### src/pel_consts.svh
// constants for the port eee lpi status and control block
// assumes a 16-bit host port with byte address and two byte enables
`ifndef PEL_CONSTS_SVH
`define PEL_CONSTS_SVH

// ======================================================
// register byte addresses
`define PEL_ADDR_W          8
`define PEL_OFF_STATUS      8'hE4
`define PEL_OFF_RECOVERY    8'hE6
`define PEL_OFF_BLCTRL      8'hE7

// ======================================================
// status register bit positions
`define PEL_B_RSVD15        15
`define PEL_B_HW_EEE        14
`define PEL_B_TX_LPI_SEEN   13
`define PEL_B_TX_LPI_LIVE   12
`define PEL_B_RX_LPI_SEEN   11
`define PEL_B_RX_LPI_LIVE   10
`define PEL_B_RSVD9         9
`define PEL_B_RSVD8         8
`define PEL_B_NP_LOC_ABLE   6
`define PEL_B_NP_LOC        5
`define PEL_B_PD_FAULT      4
`define PEL_B_LP_NP_ABLE    3
`define PEL_B_NP_ABLE       2
`define PEL_B_PAGE_RX       1
`define PEL_B_LP_AN_ABLE    0

// ======================================================
// control register fields and reset values
`define PEL_B_TRAFFIC_EN    7
`define PEL_THR_MSB         5
`define PEL_RST_RSVD15      1'h1
`define PEL_RST_RECOVERY    8'h27
`define PEL_RST_THRESHOLD   6'h08
`define PEL_USAGE_W         8

// ======================================================
// timing: one recovery unit is 640 ns, clock period 8 ns
`define PEL_UNIT_NS         640
`define PEL_CLK_NS          8
`define PEL_UNIT_CYC        ((`PEL_UNIT_NS + `PEL_CLK_NS - 1) / `PEL_CLK_NS)
`define PEL_UNIT_CNT_W      7

`endif

### src/pel_pkg.sv
// types for the port eee lpi status and control block
// assumes pel_consts.svh is not needed here
`default_nettype none
package pel_pkg;
   typedef enum logic [0:0] {
      PEL_REC_IDLE,
      PEL_REC_WAIT
   } pel_rec_state_t;
endpackage
`default_nettype wire

### src/pel_recovery_timer.sv
// lpi recovery wait timer: holds off transmission after leaving lpi
// assumes lpi_active is synchronous to core_clk
`timescale 1ns/100ps
`default_nettype none
`include "pel_consts.svh"

module pel_recovery_timer
(
   input  wire logic        core_clk,
   input  wire logic        resetn,
   input  wire logic        lpi_active,
   input  wire logic [7:0]  recovery_units,
   output var  logic        tx_allowed_r
);

   pel_pkg::pel_rec_state_t            state_r, state_nxt;
   logic [`PEL_UNIT_CNT_W-1:0]         sub_r, sub_nxt;
   logic [7:0]                         units_r, units_nxt;
   logic                               lpi_d_r;
   logic                               tx_allowed_nxt;

   // ======================================================
   // next state
   always_comb
   begin
      state_nxt      = state_r;
      sub_nxt        = sub_r;
      units_nxt      = units_r;
      tx_allowed_nxt = tx_allowed_r;
      case (state_r)
         pel_pkg::PEL_REC_IDLE:
         begin
            tx_allowed_nxt = !lpi_active;
            // falling edge of lpi starts the wait, in 640 ns units
            if (lpi_d_r && !lpi_active && recovery_units != 8'h00)
            begin
               state_nxt      = pel_pkg::PEL_REC_WAIT;
               units_nxt      = recovery_units;
               sub_nxt        = `PEL_UNIT_CNT_W'(`PEL_UNIT_CYC - 1);
               tx_allowed_nxt = 1'b0;
            end
         end
         pel_pkg::PEL_REC_WAIT:
         begin
            tx_allowed_nxt = 1'b0;
            // re-entering lpi abandons the wait
            if (lpi_active)
               state_nxt = pel_pkg::PEL_REC_IDLE;
            else if (sub_r != `PEL_UNIT_CNT_W'(0))
               sub_nxt = sub_r - `PEL_UNIT_CNT_W'(1);
            else if (units_r == 8'h01)
            begin
               state_nxt      = pel_pkg::PEL_REC_IDLE;
               tx_allowed_nxt = 1'b1;
            end
            else
            begin
               units_nxt = units_r - 8'h01;
               sub_nxt   = `PEL_UNIT_CNT_W'(`PEL_UNIT_CYC - 1);
            end
         end
         default:
            state_nxt = pel_pkg::PEL_REC_IDLE;
      endcase
   end

   // ======================================================
   // registers
   always_ff @(posedge core_clk or negedge resetn)
   begin
      if (!resetn)
      begin
         state_r      <= pel_pkg::PEL_REC_IDLE;
         sub_r        <= '0;
         units_r      <= 8'h00;
         lpi_d_r      <= 1'b0;
         tx_allowed_r <= 1'b1;
      end
      else
      begin
         state_r      <= state_nxt;
         sub_r        <= sub_nxt;
         units_r      <= units_nxt;
         lpi_d_r      <= lpi_active;
         tx_allowed_r <= tx_allowed_nxt;
      end
   end

endmodule // pel_recovery_timer
`default_nettype wire

### src/pel_port_eee.sv
// port eee lpi status and control registers, with lpi termination
// assumes single-cycle host strobes synchronous to core_clk
//
// Overview of operation
// - A sticky rx-lpi-seen flag in bit 11 sets whenever the receive PCS reports lpi.
// - Writing one to bit 11 clears that flag unless lpi arrives in the same cycle.
// - Bit 10 reads the live receive lpi indication.
// - Bit 6 reads constant one, the next page location is specified.
// - Bit 5 reads constant one, the next page storage location is fixed.
// - Bit 4 latches a parallel detection fault and clears when the register is read.
// - Bit 3 reads one when the link partner is next page able.
// - Bit 2 reads one since the local device supports next pages.
// - Bit 1 latches when a new auto-negotiation page arrives.
// - Bit 0 reads one when the link partner can auto-negotiate.
// - After leaving lpi the MAC waits the programmed recovery time, reset 0x27.
// - Each recovery unit is 640 ns.
// - With bit 7 set, input traffic stops an active lpi request.
// - Buffer usage at or above the 6-bit threshold in 512-byte units stops lpi.
// - Bit 13 latches tx lpi and clears on write one; bit 12 shows live tx lpi.
`timescale 1ns/100ps
`default_nettype none
`include "pel_consts.svh"

module pel_port_eee
(
   input  wire logic                    core_clk,
   input  wire logic                    resetn,
   input  wire logic [`PEL_ADDR_W-1:0]  host_addr,
   input  wire logic [1:0]              host_be,
   input  wire logic                    host_wr,
   input  wire logic                    host_rd,
   input  wire logic [15:0]             host_wdata,
   output var  logic [15:0]             host_rdata_r,
   input  wire logic                    rx_lpi_active,
   input  wire logic                    tx_lpi_active,
   input  wire logic                    hw_eee_enabled,
   input  wire logic                    pd_fault_event,
   input  wire logic                    page_rx_event,
   input  wire logic                    lp_np_able,
   input  wire logic                    lp_an_able,
   input  wire logic                    lpi_req_in,
   input  wire logic                    input_traffic,
   input  wire logic [`PEL_USAGE_W-1:0] buffer_usage,
   output var  logic                    lpi_request_r,
   output var  logic                    tx_allowed_r
);

   logic                    rsvd15_r, rsvd15_nxt;
   logic [1:0]              rsvd98_r, rsvd98_nxt;
   logic                    rx_seen_r, rx_seen_nxt;
   logic                    tx_seen_r, tx_seen_nxt;
   logic                    pd_fault_r, pd_fault_nxt;
   logic                    page_rx_r, page_rx_nxt;
   logic [7:0]              recovery_r, recovery_nxt;
   logic                    traffic_en_r, traffic_en_nxt;
   logic [`PEL_THR_MSB:0]   threshold_r, threshold_nxt;
   logic [15:0]             rdata_nxt;
   logic [15:0]             status_word;
   logic                    lpi_request_nxt;
   logic                    wr_status;
   logic                    wr_lo;
   logic                    wr_hi;
   logic                    rd_status;

   // ======================================================
   // address decode; word access at even address
   function automatic logic hits(input logic [`PEL_ADDR_W-1:0] a,
                                 input logic [`PEL_ADDR_W-1:0] off);
      hits = (a[`PEL_ADDR_W-1:1] == off[`PEL_ADDR_W-1:1]);
   endfunction

   assign wr_status = host_wr && hits(host_addr, `PEL_OFF_STATUS);
   assign rd_status = host_rd && hits(host_addr, `PEL_OFF_STATUS);
   assign wr_lo     = host_wr && hits(host_addr, `PEL_OFF_RECOVERY) && host_be[0];
   assign wr_hi     = host_wr && hits(host_addr, `PEL_OFF_BLCTRL) && host_be[1];

   // ======================================================
   // status word assembly
   always_comb
   begin
      status_word                       = 16'h0000;
      status_word[`PEL_B_RSVD15]        = rsvd15_r;
      status_word[`PEL_B_HW_EEE]        = hw_eee_enabled;
      status_word[`PEL_B_TX_LPI_SEEN]   = tx_seen_r;
      status_word[`PEL_B_TX_LPI_LIVE]   = tx_lpi_active;
      status_word[`PEL_B_RX_LPI_SEEN]   = rx_seen_r;
      status_word[`PEL_B_RX_LPI_LIVE]   = rx_lpi_active;
      status_word[`PEL_B_RSVD9]         = rsvd98_r[1];
      status_word[`PEL_B_RSVD8]         = rsvd98_r[0];
      status_word[`PEL_B_NP_LOC_ABLE]   = 1'b1;
      status_word[`PEL_B_NP_LOC]        = 1'b1;
      status_word[`PEL_B_PD_FAULT]      = pd_fault_r;
      status_word[`PEL_B_LP_NP_ABLE]    = lp_np_able;
      status_word[`PEL_B_NP_ABLE]       = 1'b1;
      status_word[`PEL_B_PAGE_RX]       = page_rx_r;
      status_word[`PEL_B_LP_AN_ABLE]    = lp_an_able;
   end

   // ======================================================
   // register next values
   always_comb
   begin
      rsvd15_nxt     = rsvd15_r;
      rsvd98_nxt     = rsvd98_r;
      recovery_nxt   = recovery_r;
      traffic_en_nxt = traffic_en_r;
      threshold_nxt  = threshold_r;
      if (wr_status && host_be[1])
      begin
         rsvd15_nxt = host_wdata[`PEL_B_RSVD15];
         rsvd98_nxt = host_wdata[`PEL_B_RSVD9:`PEL_B_RSVD8];
      end
      if (wr_lo)
         recovery_nxt = host_wdata[7:0];
      if (wr_hi)
      begin
         traffic_en_nxt = host_wdata[8 + `PEL_B_TRAFFIC_EN];
         threshold_nxt  = host_wdata[8 + `PEL_THR_MSB:8];
      end
      // set wins over clear for every sticky flag
      rx_seen_nxt  = rx_lpi_active
                   || (rx_seen_r && !(wr_status && host_be[1]
                                      && host_wdata[`PEL_B_RX_LPI_SEEN]));
      tx_seen_nxt  = tx_lpi_active
                   || (tx_seen_r && !(wr_status && host_be[1]
                                      && host_wdata[`PEL_B_TX_LPI_SEEN]));
      pd_fault_nxt = pd_fault_event || (pd_fault_r && !rd_status);
      page_rx_nxt  = page_rx_event || (page_rx_r && !rd_status);
      // read data: unmapped addresses return zero
      rdata_nxt = host_rdata_r;
      if (host_rd)
      begin
         if (hits(host_addr, `PEL_OFF_STATUS))
            rdata_nxt = status_word;
         else if (hits(host_addr, `PEL_OFF_RECOVERY))
            rdata_nxt = {traffic_en_r, 1'b0, threshold_r, recovery_r};
         else
            rdata_nxt = 16'h0000;
      end
      // termination from traffic or from buffer load; usage in 512-byte units
      lpi_request_nxt = lpi_req_in
                      && !(traffic_en_r && input_traffic)
                      && !(buffer_usage >= {2'b00, threshold_r});
   end

   // ======================================================
   // registers
   always_ff @(posedge core_clk or negedge resetn)
   begin
      if (!resetn)
      begin
         rsvd15_r      <= `PEL_RST_RSVD15;
         rsvd98_r      <= 2'h0;
         rx_seen_r     <= 1'b0;
         tx_seen_r     <= 1'b0;
         pd_fault_r    <= 1'b0;
         page_rx_r     <= 1'b0;
         recovery_r    <= `PEL_RST_RECOVERY;
         traffic_en_r  <= 1'b0;
         threshold_r   <= `PEL_RST_THRESHOLD;
         host_rdata_r  <= 16'h0000;
         lpi_request_r <= 1'b0;
      end
      else
      begin
         rsvd15_r      <= rsvd15_nxt;
         rsvd98_r      <= rsvd98_nxt;
         rx_seen_r     <= rx_seen_nxt;
         tx_seen_r     <= tx_seen_nxt;
         pd_fault_r    <= pd_fault_nxt;
         page_rx_r     <= page_rx_nxt;
         recovery_r    <= recovery_nxt;
         traffic_en_r  <= traffic_en_nxt;
         threshold_r   <= threshold_nxt;
         host_rdata_r  <= rdata_nxt;
         lpi_request_r <= lpi_request_nxt;
      end
   end

   // ======================================================
   // recovery wait; a value of zero means no wait at all
   pel_recovery_timer u_recovery
   (
      .core_clk       (core_clk),
      .resetn         (resetn),
      .lpi_active     (tx_lpi_active),
      .recovery_units (recovery_r),
      .tx_allowed_r   (tx_allowed_r)
   );

endmodule // pel_port_eee
`default_nettype wire

### config.mk
export PLATFORM = sky130hd
export DESIGN_NAME = pel_port_eee
export DESIGN_NICKNAME = d
export VERILOG_FILES = /design/src/pel_pkg.sv /design/src/pel_recovery_timer.sv /design/src/pel_port_eee.sv
export VERILOG_INCLUDE_DIRS = /design/src
export SDC_FILE = /design/constraint.sdc
export NUM_CORES = 1
export LEC_CHECK = 0
export BUFFER_PORTS_ARGS = -buffer_cell sky130_fd_sc_hd__buf_2
export CORE_MARGIN = 5
export CORE_UTILIZATION = 52
export CTS_CLUSTER_DIAMETER = 200
export DETAILED_ROUTE_END_ITERATION = 6
export HOLD_SLACK_MARGIN = 0.03
export PLACE_DENSITY = 0.77
export REMOVE_ABC_BUFFERS = 1
export SLEW_MARGIN = 10
export SYNTH_ARGS = -nofsm -noshare
export SYNTH_HDL_FRONTEND = slang
export SYNTH_HIERARCHICAL = 1
export SYNTH_SLANG_ARGS = --single-unit
### constraint.sdc
create_clock -name core_clk -period 2.2 [get_ports core_clk]
set_input_delay 0.33 -clock core_clk [delete_from_list [all_inputs] [get_ports core_clk]]
set_output_delay 0.33 -clock core_clk [all_outputs]
set_load 0.1 [all_outputs]
Word-level counts from Yosys, hierarchy flattened --
Index checks and enable logic that the tools add are counted.
Storage, ports and cells: bits in read-only memories 0, word-level logic and storage cells 81, latch bits 0, register bits after elaboration 57, input bits 47, output and inout port bits 18, memories kept 0, memory bits (writable) 0
Cells by class: reduce and logical (&&, ||, !) cells 31, mux-type cells 22, bitwise gates (word level) 1, multiply operators 0, $lt $le $gt $ge 1, div/mod/pow operators 0, equal/unequal tests 8, shifts and indexed selects 0, add/sub/neg operators 2
Operators with widths (count):
- $mux 16 | 2
- $mux 8 | 4
- $mux 7 | 4
- $logic_and 1x1->1 | 17
- $pmux 8 s2 | 1
- $eq 7x7->1 const B | 2
- $pmux 7 s2 | 1
- $eq 8x1->1 const B | 1
- $ge 8x6->1 | 1
- $mux 1 | 8
- $reduce_bool 8->1 | 1
- $sub 8x1->8 const B | 1
- $reduce_bool 7->1 | 1
- $sub 7x1->7 const B | 1
- $logic_not 1->1 | 6
- $ne 2x2->1 const B | 3
- $logic_or 1x1->1 | 4
- $pmux 1 s2 | 2
- $reduce_and 4->1 | 1
- $ne 3x3->1 const B | 1
- $reduce_and 3->1 | 1
- $ne 2x1->1 const B | 1
- $not 1->1 | 1

Longest topological paths before layout --
Gate-level depths: netlist of run 1.
depth in word-level cells 7, gate-level depth with buffers 8, mapped depth without buffers 7

By module --
The synthesis of run 1 kept the hierarchy.
Modules (own cells, without submodules):
- pel_port_eee | instances 1, area each 1774.2 sq um, cells an instance 146, sequential area each 983.4 sq um
- pel_recovery_timer | instances 1, area each 1136.1 sq um, cells an instance 126, sequential area each 451.7 sq um

Least setup slack after synthesis of run 1 --
OpenSTA, ideal clock, no wires.
path type register to output, start point reg host_rdata_r[0], end point out host_rdata_r[0], cell stages (with the launch flop) 1, required time 1.870 ns, path slack 0.973 ns, path buffers 0, data arrival time 0.897 ns, path through dfrtp_1
RTL lines:
- start, declared | RTL line pel_port_eee.sv:33 | output var logic [15:0] host_rdata_r,
- start signal, assigned | RTL line pel_port_eee.sv:175 | host_rdata_r <= rdata_nxt;
No word-level cell between the ends.

==> results.toml, run 1 <==
[outcome]
status = "complete, no violations"

[critical_path]
slowest_delay_ns = 0.55
start_kind = "flop"
worstPathArrival_ns = 2.28
cpMaxStageDelayCell = "or4_4"
rrSetupSlack_ns = 0.14
critPathKind = "flop to flop"
required_ns = 2.42
cp_cell_sequence = "or4_4 > nor4b_4 > a211o_2 > nand2_4 > mux2_4"
cp_num_buf_inv = 0
cpLargestDelayFamily = "simple AND/OR/NAND/NOR gates"
cp-end-kind = "flop"
worst-path-max-fanout = 5

[drt]
drc = 0
postRouteAntennaNets = 0
viasPerCell = 5.77
routedWlPerCell_microns = 16.9
first_pass_iters = 4
drt_iter0_drc = 99
num_vias = 2435
drt_wl_total_microns = 7140

[grt]
grt_pass1_vias = 2503
grt.total_usage_pct = 21.7
antenna_found_initial = 0
overflow = 0
grt_pass1_wl_microns = 12400
grt_max_degree = 33

[synthesis]
synth_area_sq_um = 2910
synth_edf_count = 0
synth_seq_cells = 57
synth_top_area_share_pct = 43.0
async_flop_share_pct = 100
syn_inst = 272
seq_area_frac_synth_pct = 49.3
synth_common_cells = "dfrtp_1, inv_1, o22ai_1, mux2_2, nand2_1"
synth_ff_type = "dfrtp_1"
synth_area_leaders = "dfrtp_1, dfstp_2, mux2_2"
synth.most_common_cell = "dfrtp_1"
ys_types = 52
synth_area_leader_cell = "dfrtp_1"
avgSynthCellArea_sq_um = 10.7
synth.yosys.warnings = 6

[final_layout]
num-nets-final = 402
finish.utilization_pct = 66.0
drive_gt1_share_pct = 36.6
diodes = 0
synthToLayoutAreaGrowth_pct = 24.1

[sta]
setup_slack_ns = 0.136
post-route-min-period_ns = 2.06
holdWs_ns = 0.181
clock_skew_ns = 0.00829
hold_viol = 0
max_freq_mhz = 485
final.setup.tns_ns = 0
maxSlewHeadroom_pct = 58.4
tightest_slew_ns = 0.625
fin_crit_sh_pct = 93.8
final_max_slew_viol_count = 0
setup_viol = 0
rsz0062_at_grt = "no"

[power_and_ir_drop]
power.density_nw_per_um2 = 856
ir_drop_uv = 450
leakage_nw = 1.63

[placement]
dp.final_hpwl_microns = 5130
dp_slack_ns = 0.0394
port-buffer-count = 62
gp_congestion = 0.859

[floorplan]
die_w_microns = 84.8
core_area_sq_um = 5470
fp.dieArea_sq_um = 7190
io-pin-count = 65
rows = 27
initial_core_util_pct = 53.2
die_h_microns = 84.8

[clock_tree]
clockRootBuffer = "clkbuf_8"
numCtsBuffers = 9
clk_latency_ns = 0.34
cts_setup_buffers = 0
cts-htree-levels = 3
clock_path_buffers = 2
path_clk_slew_ns = 0.07
cts.sinks = 57
cts_tree = "yes"

[min_path]
hp-class = "input port to flop"

[job]
drv_cap = 0
-- cell families after synthesis --
logic type                 synth area share (%)
AOI/OAI and AO/OA                          17.6
and+or+nand+nor                            15.6
DFF                                        49.3
buffers and inverters                      5.42
muxes                                      7.82
adders and majority gates                  4.30
-- per-stage QoR --
step | power, W | area, sq um | instances
final | 0.00309 | 3610 | 422
after global routing | 0.00326 | 3610 | 422
after CTS | 0.00310 | 3610 | 422
after detailed placement | 0.00196 | 3360 | 405
after global placement | 0.00193 | 3360 | 405
after floorplan | 0.00171 | 2850 | 260
-- worst register-to-register path: cells and delay by family, from the launching register on --
| family | cells | cell delay (ns) |
|---|---|---|
| compound gates | 1 | 0.25 |
| flops | 1 | 0.42 |
| mux | 1 | 0.29 |
| simple gates | 3 | 0.99 |
-- routing by layer --
| layer | GRT usage, % | wire length [microns] | vias to the layer above |
|---|---|---|---|
| li1 | - | - | 1143 |
| met1 | 28.5 | 3030 | 1200 |
| met2 | 35.0 | 3580 | 81 |
| met3 | 4.85 | 416 | 11 |
| met4 | 8.78 | 106 | 0 |
| met5 | 0 | 0 | - |
-- layout make-up --
cell class                      count  area, sq um
Clock buffer                       11          151
Multi-Input combinational cell    176         1330
Tap cell                           72         90.1
Clock inverter                      5         77.6
Fill cell                         443         1860
Inverter                           27          101
Sequential cell                    57         1440
Timing Repair Buffer               74          428
-- worst paths after layout --
path | to | cells past startpoint | start
max in group asynchronous | rsvd15_r | 3 | resetn
worst max-delay path | u_recovery/sub_r[1] | 5 | u_recovery/units_r[5]
worst max register to register | u_recovery/sub_r[1] | 5 | u_recovery/units_r[5]
worst min register to register | rx_seen_r | 1 | rx_seen_r
worst min-delay path | page_rx_r | 2 | page_rx_event
min in group asynchronous | threshold_r[2] | 2 | resetn
-- timing repair --
action | in CTS | in global routing
gates resized for setup | 1 | 1
setup endpoints to repair | 2 | 2
hold endpoints to repair | 21 | 0
gates cloned | 0 | 0
hold buffers | 1 | 0
-- flip-flops by register name, summed over array words and instances, names as in the netlist, 2 cells and up --
register	flops
u_recovery/units_r	8
rsvd98_r	2
threshold_r	6
host_rdata_r	16
recovery_r	8
u_recovery/sub_r	7
-- cell usage in the layout (no fill, tap or decap), types with 10 or more instances in the layout --
cell / count
a22oi_1: 11
o22ai_1: 17
buf_2: 62
inv_1: 27
a21oi_1: 12
nand2_1: 14
dfrtp_1: 50
clkbuf_8: 11
nor3_1: 11
ha_1: 10
mux2_2: 15
-- power by group --
part | total (W) | internal [W] | switching (W)
clock network | 0.00112 | 0.000695 | 0.000426
logic | 0.000663 | 0.000300 | 0.000363
registers | 0.00131 | 0.00117 | 0.000132
total | 0.00309 | 0.00217 | 0.000920
(Power assumes the default switching activity.)
==> run 2, diff against run 1 <==
Settings changed: BUFFER_PORTS_ARGS -buffer_cell sky130_fd_sc_hd__buf_2 to not set, DONT_BUFFER_PORTS set to 1, PLACE_DENSITY 0.77 to 0.67.
==> run 2 against run 1 <==
Effect of this change:
- global-route usage decreased by 1.8 points
- clock-buffer cell count rose by 1
- die area stayed put
- non-clock buffer count is 43 lower
- total power decreased by 5.3%
- critical path type unchanged
- largest power group unchanged
==> results.toml, run 2 (synthesis gave the netlist of run 1 again) <==
[drt]
drt_wl_total_microns = 6590
first_pass_iters = 5
drt_iter0_drc = 135
num_vias = 2200
drc = 0
viasPerCell = 5.80
postRouteAntennaNets = 0
routedWlPerCell_microns = 17.4

[sta]
clock_skew_ns = 0.00791
tightest_slew_ns = 0.596
holdWs_ns = 0.0850
hold_viol = 0
setup_viol = 0
final.setup.tns_ns = 0
maxSlewHeadroom_pct = 60.3
fin_crit_sh_pct = 94.5
post-route-min-period_ns = 2.08
rsz0062_at_grt = "no"
final_max_slew_viol_count = 0
max_freq_mhz = 481

[placement]
port-buffer-count = 0
placed_cells_incl_taps = 360
gp_congestion = 0.869
dp.final_hpwl_microns = 4660

[final_layout]
num-nets-final = 359
layout.cells.non_filler = 379
synthToLayoutAreaGrowth_pct = 17.6
finish.utilization_pct = 62.5
diodes = 0
final_cell_mix = "dfrtp_1, buf_4, inv_1"
largest_registers = "host_rdata_r x16, recovery_r x8, u_recovery/units_r x8"
top_register = "host_rdata_r"
final_common_cell = "dfrtp_1"
largest_reg_flops = 16
drive_gt1_share_pct = 27.0

[clock_tree]
cts_setup_buffers = 0
cts.sinks = 57
path_clk_slew_ns = 0.07
clk_latency_ns = 0.33
cts_tree = "yes"
numCtsBuffers = 9
clock_path_buffers = 2
cts-htree-levels = 3
clockRootBuffer = "clkbuf_8"

[critical_path]
r2r_start = "u_recovery/units_r[4]"
crit_start = "u_recovery/units_r[4]"
required_ns = 2.42
worst-path-max-fanout = 6
start_kind = "flop"
cp-end-kind = "flop"
worstPathArrival_ns = 2.30
critPathKind = "flop to flop"

[power_and_ir_drop]
ir_drop_uv = 576
power.density_nw_per_um2 = 855
total_power_w = 0.00293
leakage_nw = 1.45

[grt]
grt_max_degree = 58
antenna_found_initial = 0
grt.total_usage_pct = 19.9
grt_pass1_wl_microns = 11200
grt_pass1_vias = 2277
overflow = 0

[floorplan]
rows = 27
die_w_microns = 84.8
io-pin-count = 65
core_area_sq_um = 5470
fp.dieArea_sq_um = 7190
initial_core_util_pct = 53.2
die_h_microns = 84.8

[min_path]
hp-class = "input port to flop"
worstHoldStart = "rx_lpi_active"

[job]
drv_cap = 0

[outcome]
status = "complete, no violations"
## run 2: changes by cell type in the layout (fill, tap and decap cells not counted), sizes merged
| cell | previous run | this run |
|---|---|---|
| buf | 73 | 29 |
| bufinv | 2 | 1 |
| clkbuf | 11 | 12 |
| clkinv | 2 | 1 |
| clkinvlp | 1 | 2 |
| dlygate4sd3 | 1 | 2 |
## run 2: worst max-delay path, cell delays in order, from the launching register on
cell     delay (ns)
dfrtp_1        0.42
or4_4          0.57
nor4b_4        0.37
a211o_2        0.25
nand2_4        0.07
mux2_4         0.29
## run 2: worst paths after layout
| kind | end | slack, ns | cells after the start |
|---|---|---|---|
| worst max register to register | u_recovery/sub_r[1] | 0.12 | 5 |
| worst min-delay path | rx_seen_r | 0.09 | 1 |
| max in group asynchronous | threshold_r[3] | 1.38 | 2 |
| min in group asynchronous | host_rdata_r[12] | 0.50 | 2 |
| worst max-delay path | u_recovery/sub_r[1] | 0.12 | 5 |
| worst min register to register | rx_seen_r | 0.49 | 1 |
## run 2: area by class of cell
class / count / area, sq um
clock buffers: 12 / 165
clock inverters: 4 / 50.0
fillers: 475 / 2050
inverters: 27 / 101
multi-input cells: 176 / 1320
flip-flops and latches: 57 / 1440
well taps: 72 / 90.1
repair buffers: 31 / 258
## run 2: metal layers
layer	part of all wire [%]	routed length, microns	track usage, %	vias up
li1	-	-	-	1055
met1	43	2830	26.0	1069
met2	49	3200	30.5	70
met3	7.3	482	6.02	6
met4	1.1	71	9.06	0
met5	0	0	0	-
## run 2: metrics by stage
step	instance area [sq um]	setup slack, ns
after floorplan	2850	0.226
final	3420	0.122
after global routing	3420	0.0442
after CTS	3420	0.139
after global placement	3150	0.0813
after detailed placement	3150	0.0560
## run 2: repair_timing
item | CTS | global route
endpoints found under the setup margin | 2 | 0
hold buffers | 3 | 0
resized for setup | 1 | 0
endpoints found under the hold margin | 59 | 0
## run 2: power breakdown
group,total [W],switching (W),internal [W]
combinational,0.000557,0.000294,0.000263
sequential,0.00133,0.000154,0.00118
clock,0.00104,0.000426,0.000613
==> run 3, diff against run 2 <==
Settings changed: SYNTH_HIERARCHICAL 1 to not set.
Clock period 2.2 ns to 2.5 ns, I/O delays scaled along.
==> run 3 against run 2 <==
Effect of this change:
- global-route usage is 0.99 points lower
- die area is 0.65% higher
- synthesized area is 0.73% higher
- via count is 3.3% lower
- sequential share of layout area is 2.0 points higher
- routed wire length is 3.3% lower
- sequential power is 11% lower
- final area is 4.6% lower
- clock power is 17% lower
- synthesized cell count is 4.4% higher
- non-clock buffer count is 22 lower
==> results.toml, run 3 <==
[clock_tree]
clk_latency_ns = 0.33
cts.repair.resized = 0
cts.sinks = 57
numCtsBuffers = 9
cts-htree-levels = 3
clockRootBuffer = "clkbuf_8"
cts_setup_buffers = 0
clock_path_buffers = 2
path_clk_slew_ns = 0.06
cts_tree = "yes"

[synthesis]
seq_area_frac_synth_pct = 49.0
synth_top_area_share_pct = 42.7
synth_area_sq_um = 2930
syn_inst = 284
synth_seq_cells = 57
synth.most_common_cell = "dfrtp_1"
synth_area_leader_cell = "dfrtp_1"
synth_common_cells = "dfrtp_1, inv_1, mux2_2, o21ai_0, nand3_1"
synth.yosys.warnings = 0
ys_types = 52
synth_area_leaders = "dfrtp_1, mux2_2, dfstp_2"
synth_edf_count = 0
synth_ff_type = "dfrtp_1"
async_flop_share_pct = 100
avgSynthCellArea_sq_um = 10.3

[final_layout]
drive_gt1_share_pct = 20.2
largest_reg_flops = 16
final_cell_mix = "dfrtp_1, inv_1, mux2_2"
layout.cells.non_filler = 369
largest_registers = "host_rdata_r x16, recovery_r x8, u_recovery.units_r x8"
top_register = "host_rdata_r"
diodes = 0
final_common_cell = "dfrtp_1"
synthToLayoutAreaGrowth_pct = 11.3
fill_cells = 457
num-nets-final = 350

[grt]
grt_max_degree = 58
overflow = 0
grt.total_usage_pct = 18.9
grt_pass1_wl_microns = 10800
grt_pass1_vias = 2124
antenna_found_initial = 0

[min_path]
holdPathStages = 1
worstHoldStart = "tx_lpi_active"
holdPathEnd = "u_recovery.tx_allowed_r"
hp-class = "input port to flop"

[power_and_ir_drop]
leakage_nw = 1.40
ir_drop_uv = 360
power.density_nw_per_um2 = 774
total_power_w = 0.00252

[critical_path]
worstPathArrival_ns = 2.52
required_ns = 2.75
r2r_start = "recovery_r[6]"
rrSetupSlack_ns = 0.22
cp_num_buf_inv = 0
start_kind = "flop"
cpMostUsedCell = "o21ai_0"
cp-end-kind = "flop"
worst-path-max-fanout = 12
crit_start = "recovery_r[6]"
timing.rr.end = "u_recovery.units_r[6]"
r2r_cells = 5
cpMaxStageDelayCell = "o21ai_1"
cp_cell_sequence = "or4_1 > o21a_1 > o21ai_1 > o21ai_0 > o21ai_0"
worstSetupPathDepth = 5
cpLargestDelayFamily = "compound AO/OA/AOI/OAI gates"
slowest_delay_ns = 0.69
critPathKind = "flop to flop"

[sta]
hold_viol = 0
rsz0062_at_grt = "no"
maxSlewHeadroom_pct = 37.9
post-route-min-period_ns = 2.28
final_max_slew_viol_count = 0
clock_skew_ns = 0.00483
max_freq_mhz = 439
setup_viol = 0
fin_crit_sh_pct = 91.1
final.setup.tns_ns = 0
tightest_slew_ns = 0.932

[drt]
wl_met3_microns = 466
drt_iter0_drc = 142
first_pass_iters = 4
postRouteAntennaNets = 0
wl_met2_microns = 2920
viasPerCell = 5.77
routedWlPerCell_microns = 17.3
drt_wl_total_microns = 6370
highest_layer = "met4"
num_vias = 2128
wl_met1_microns = 2910
drc = 0

[placement]
placed_cells_incl_taps = 352
port-buffer-count = 0
gp_congestion = 0.835
dp.final_hpwl_microns = 4490

[floorplan]
die_w_microns = 85.1
io-pin-count = 65
die_h_microns = 85.1
initial_core_util_pct = 53.2
fp.dieArea_sq_um = 7240
rows = 27
core_area_sq_um = 5510

[job]
drv_cap = 0

[outcome]
status = "complete, no violations"
run 3: worst register-to-register path: cells and delay by family (launching register included):
kind             cells  cell delay [ns]
AO/OA/AOI/OAI        4             1.22
AND/OR/NAND/NOR      1             0.56
flip-flops           1             0.42
run 3: worst max-delay path by stage:
stage	to
floorplan	recovery_r[3]
global placement	u_recovery.units_r[6]
detailed placement	u_recovery.units_r[6]
CTS	u_recovery.units_r[6]
global route	u_recovery.units_r[0]
finish	u_recovery.units_r[6]
run 3: power breakdown:
part / switching (W) / total [W] / internal (W)
clock network: 0.000356 / 0.000862 / 0.000506
logic: 0.000249 / 0.000468 / 0.000219
registers: 0.000163 / 0.00119 / 0.00103
run 3: cells by family after synthesis:
kind of cell	count (synthesis)	share of synthesized area, %
buffers and inverters	40	5.21
and+or+nand+nor	77	15.2
AOI/OAI and AO/OA	70	15.0
muxes	29	11.1
DFF	57	49.0
adders and majority gates	10	4.27
xor gates and xnor gates	1	0.299
run 3: cell type report:
cell class / count / area (sq um) / area share (%)
Clock buffer: 12 / 155 / 4.75
Clock inverter: 3 / 40.0 / 1.23
Inverter: 29 / 109 / 3.34
Multi-Input combinational cell: 187 / 1340 / 41.2
Sequential cell: 57 / 1440 / 44.0
Tap cell: 72 / 90.1 / 2.76
Timing Repair Buffer: 9 / 90.1 / 2.76
run 3: repair_timing:
item / CTS / global route
setup endpoints to repair: 0 / 0
hold endpoints to repair: 57 / 0
hold buffers: 2 / 0
run 3: per-stage QoR:
step / area, sq um / setup slack, ns / hold WS, ns / util, %
finish: 3260 / 0.222 / 0.0711 / 59.3
detailed placement: 3030 / 0.259 / 0.0816 / 55.0
CTS: 3260 / 0.238 / 0.0570 / 59.3
global route: 3260 / 0.0609 / 0.0496 / 59.3
global placement: 3030 / 0.266 / 0.0817 / 55.0
floorplan: 2890 / 0.411 / 0.0794 / -
run 3: layer usage:
metal,global-route usage [%],vias up
met5,0,-
met4,6.47,0
met3,7.67,6
met2,27.5,57
met1,25.5,1021
li1,-,1044
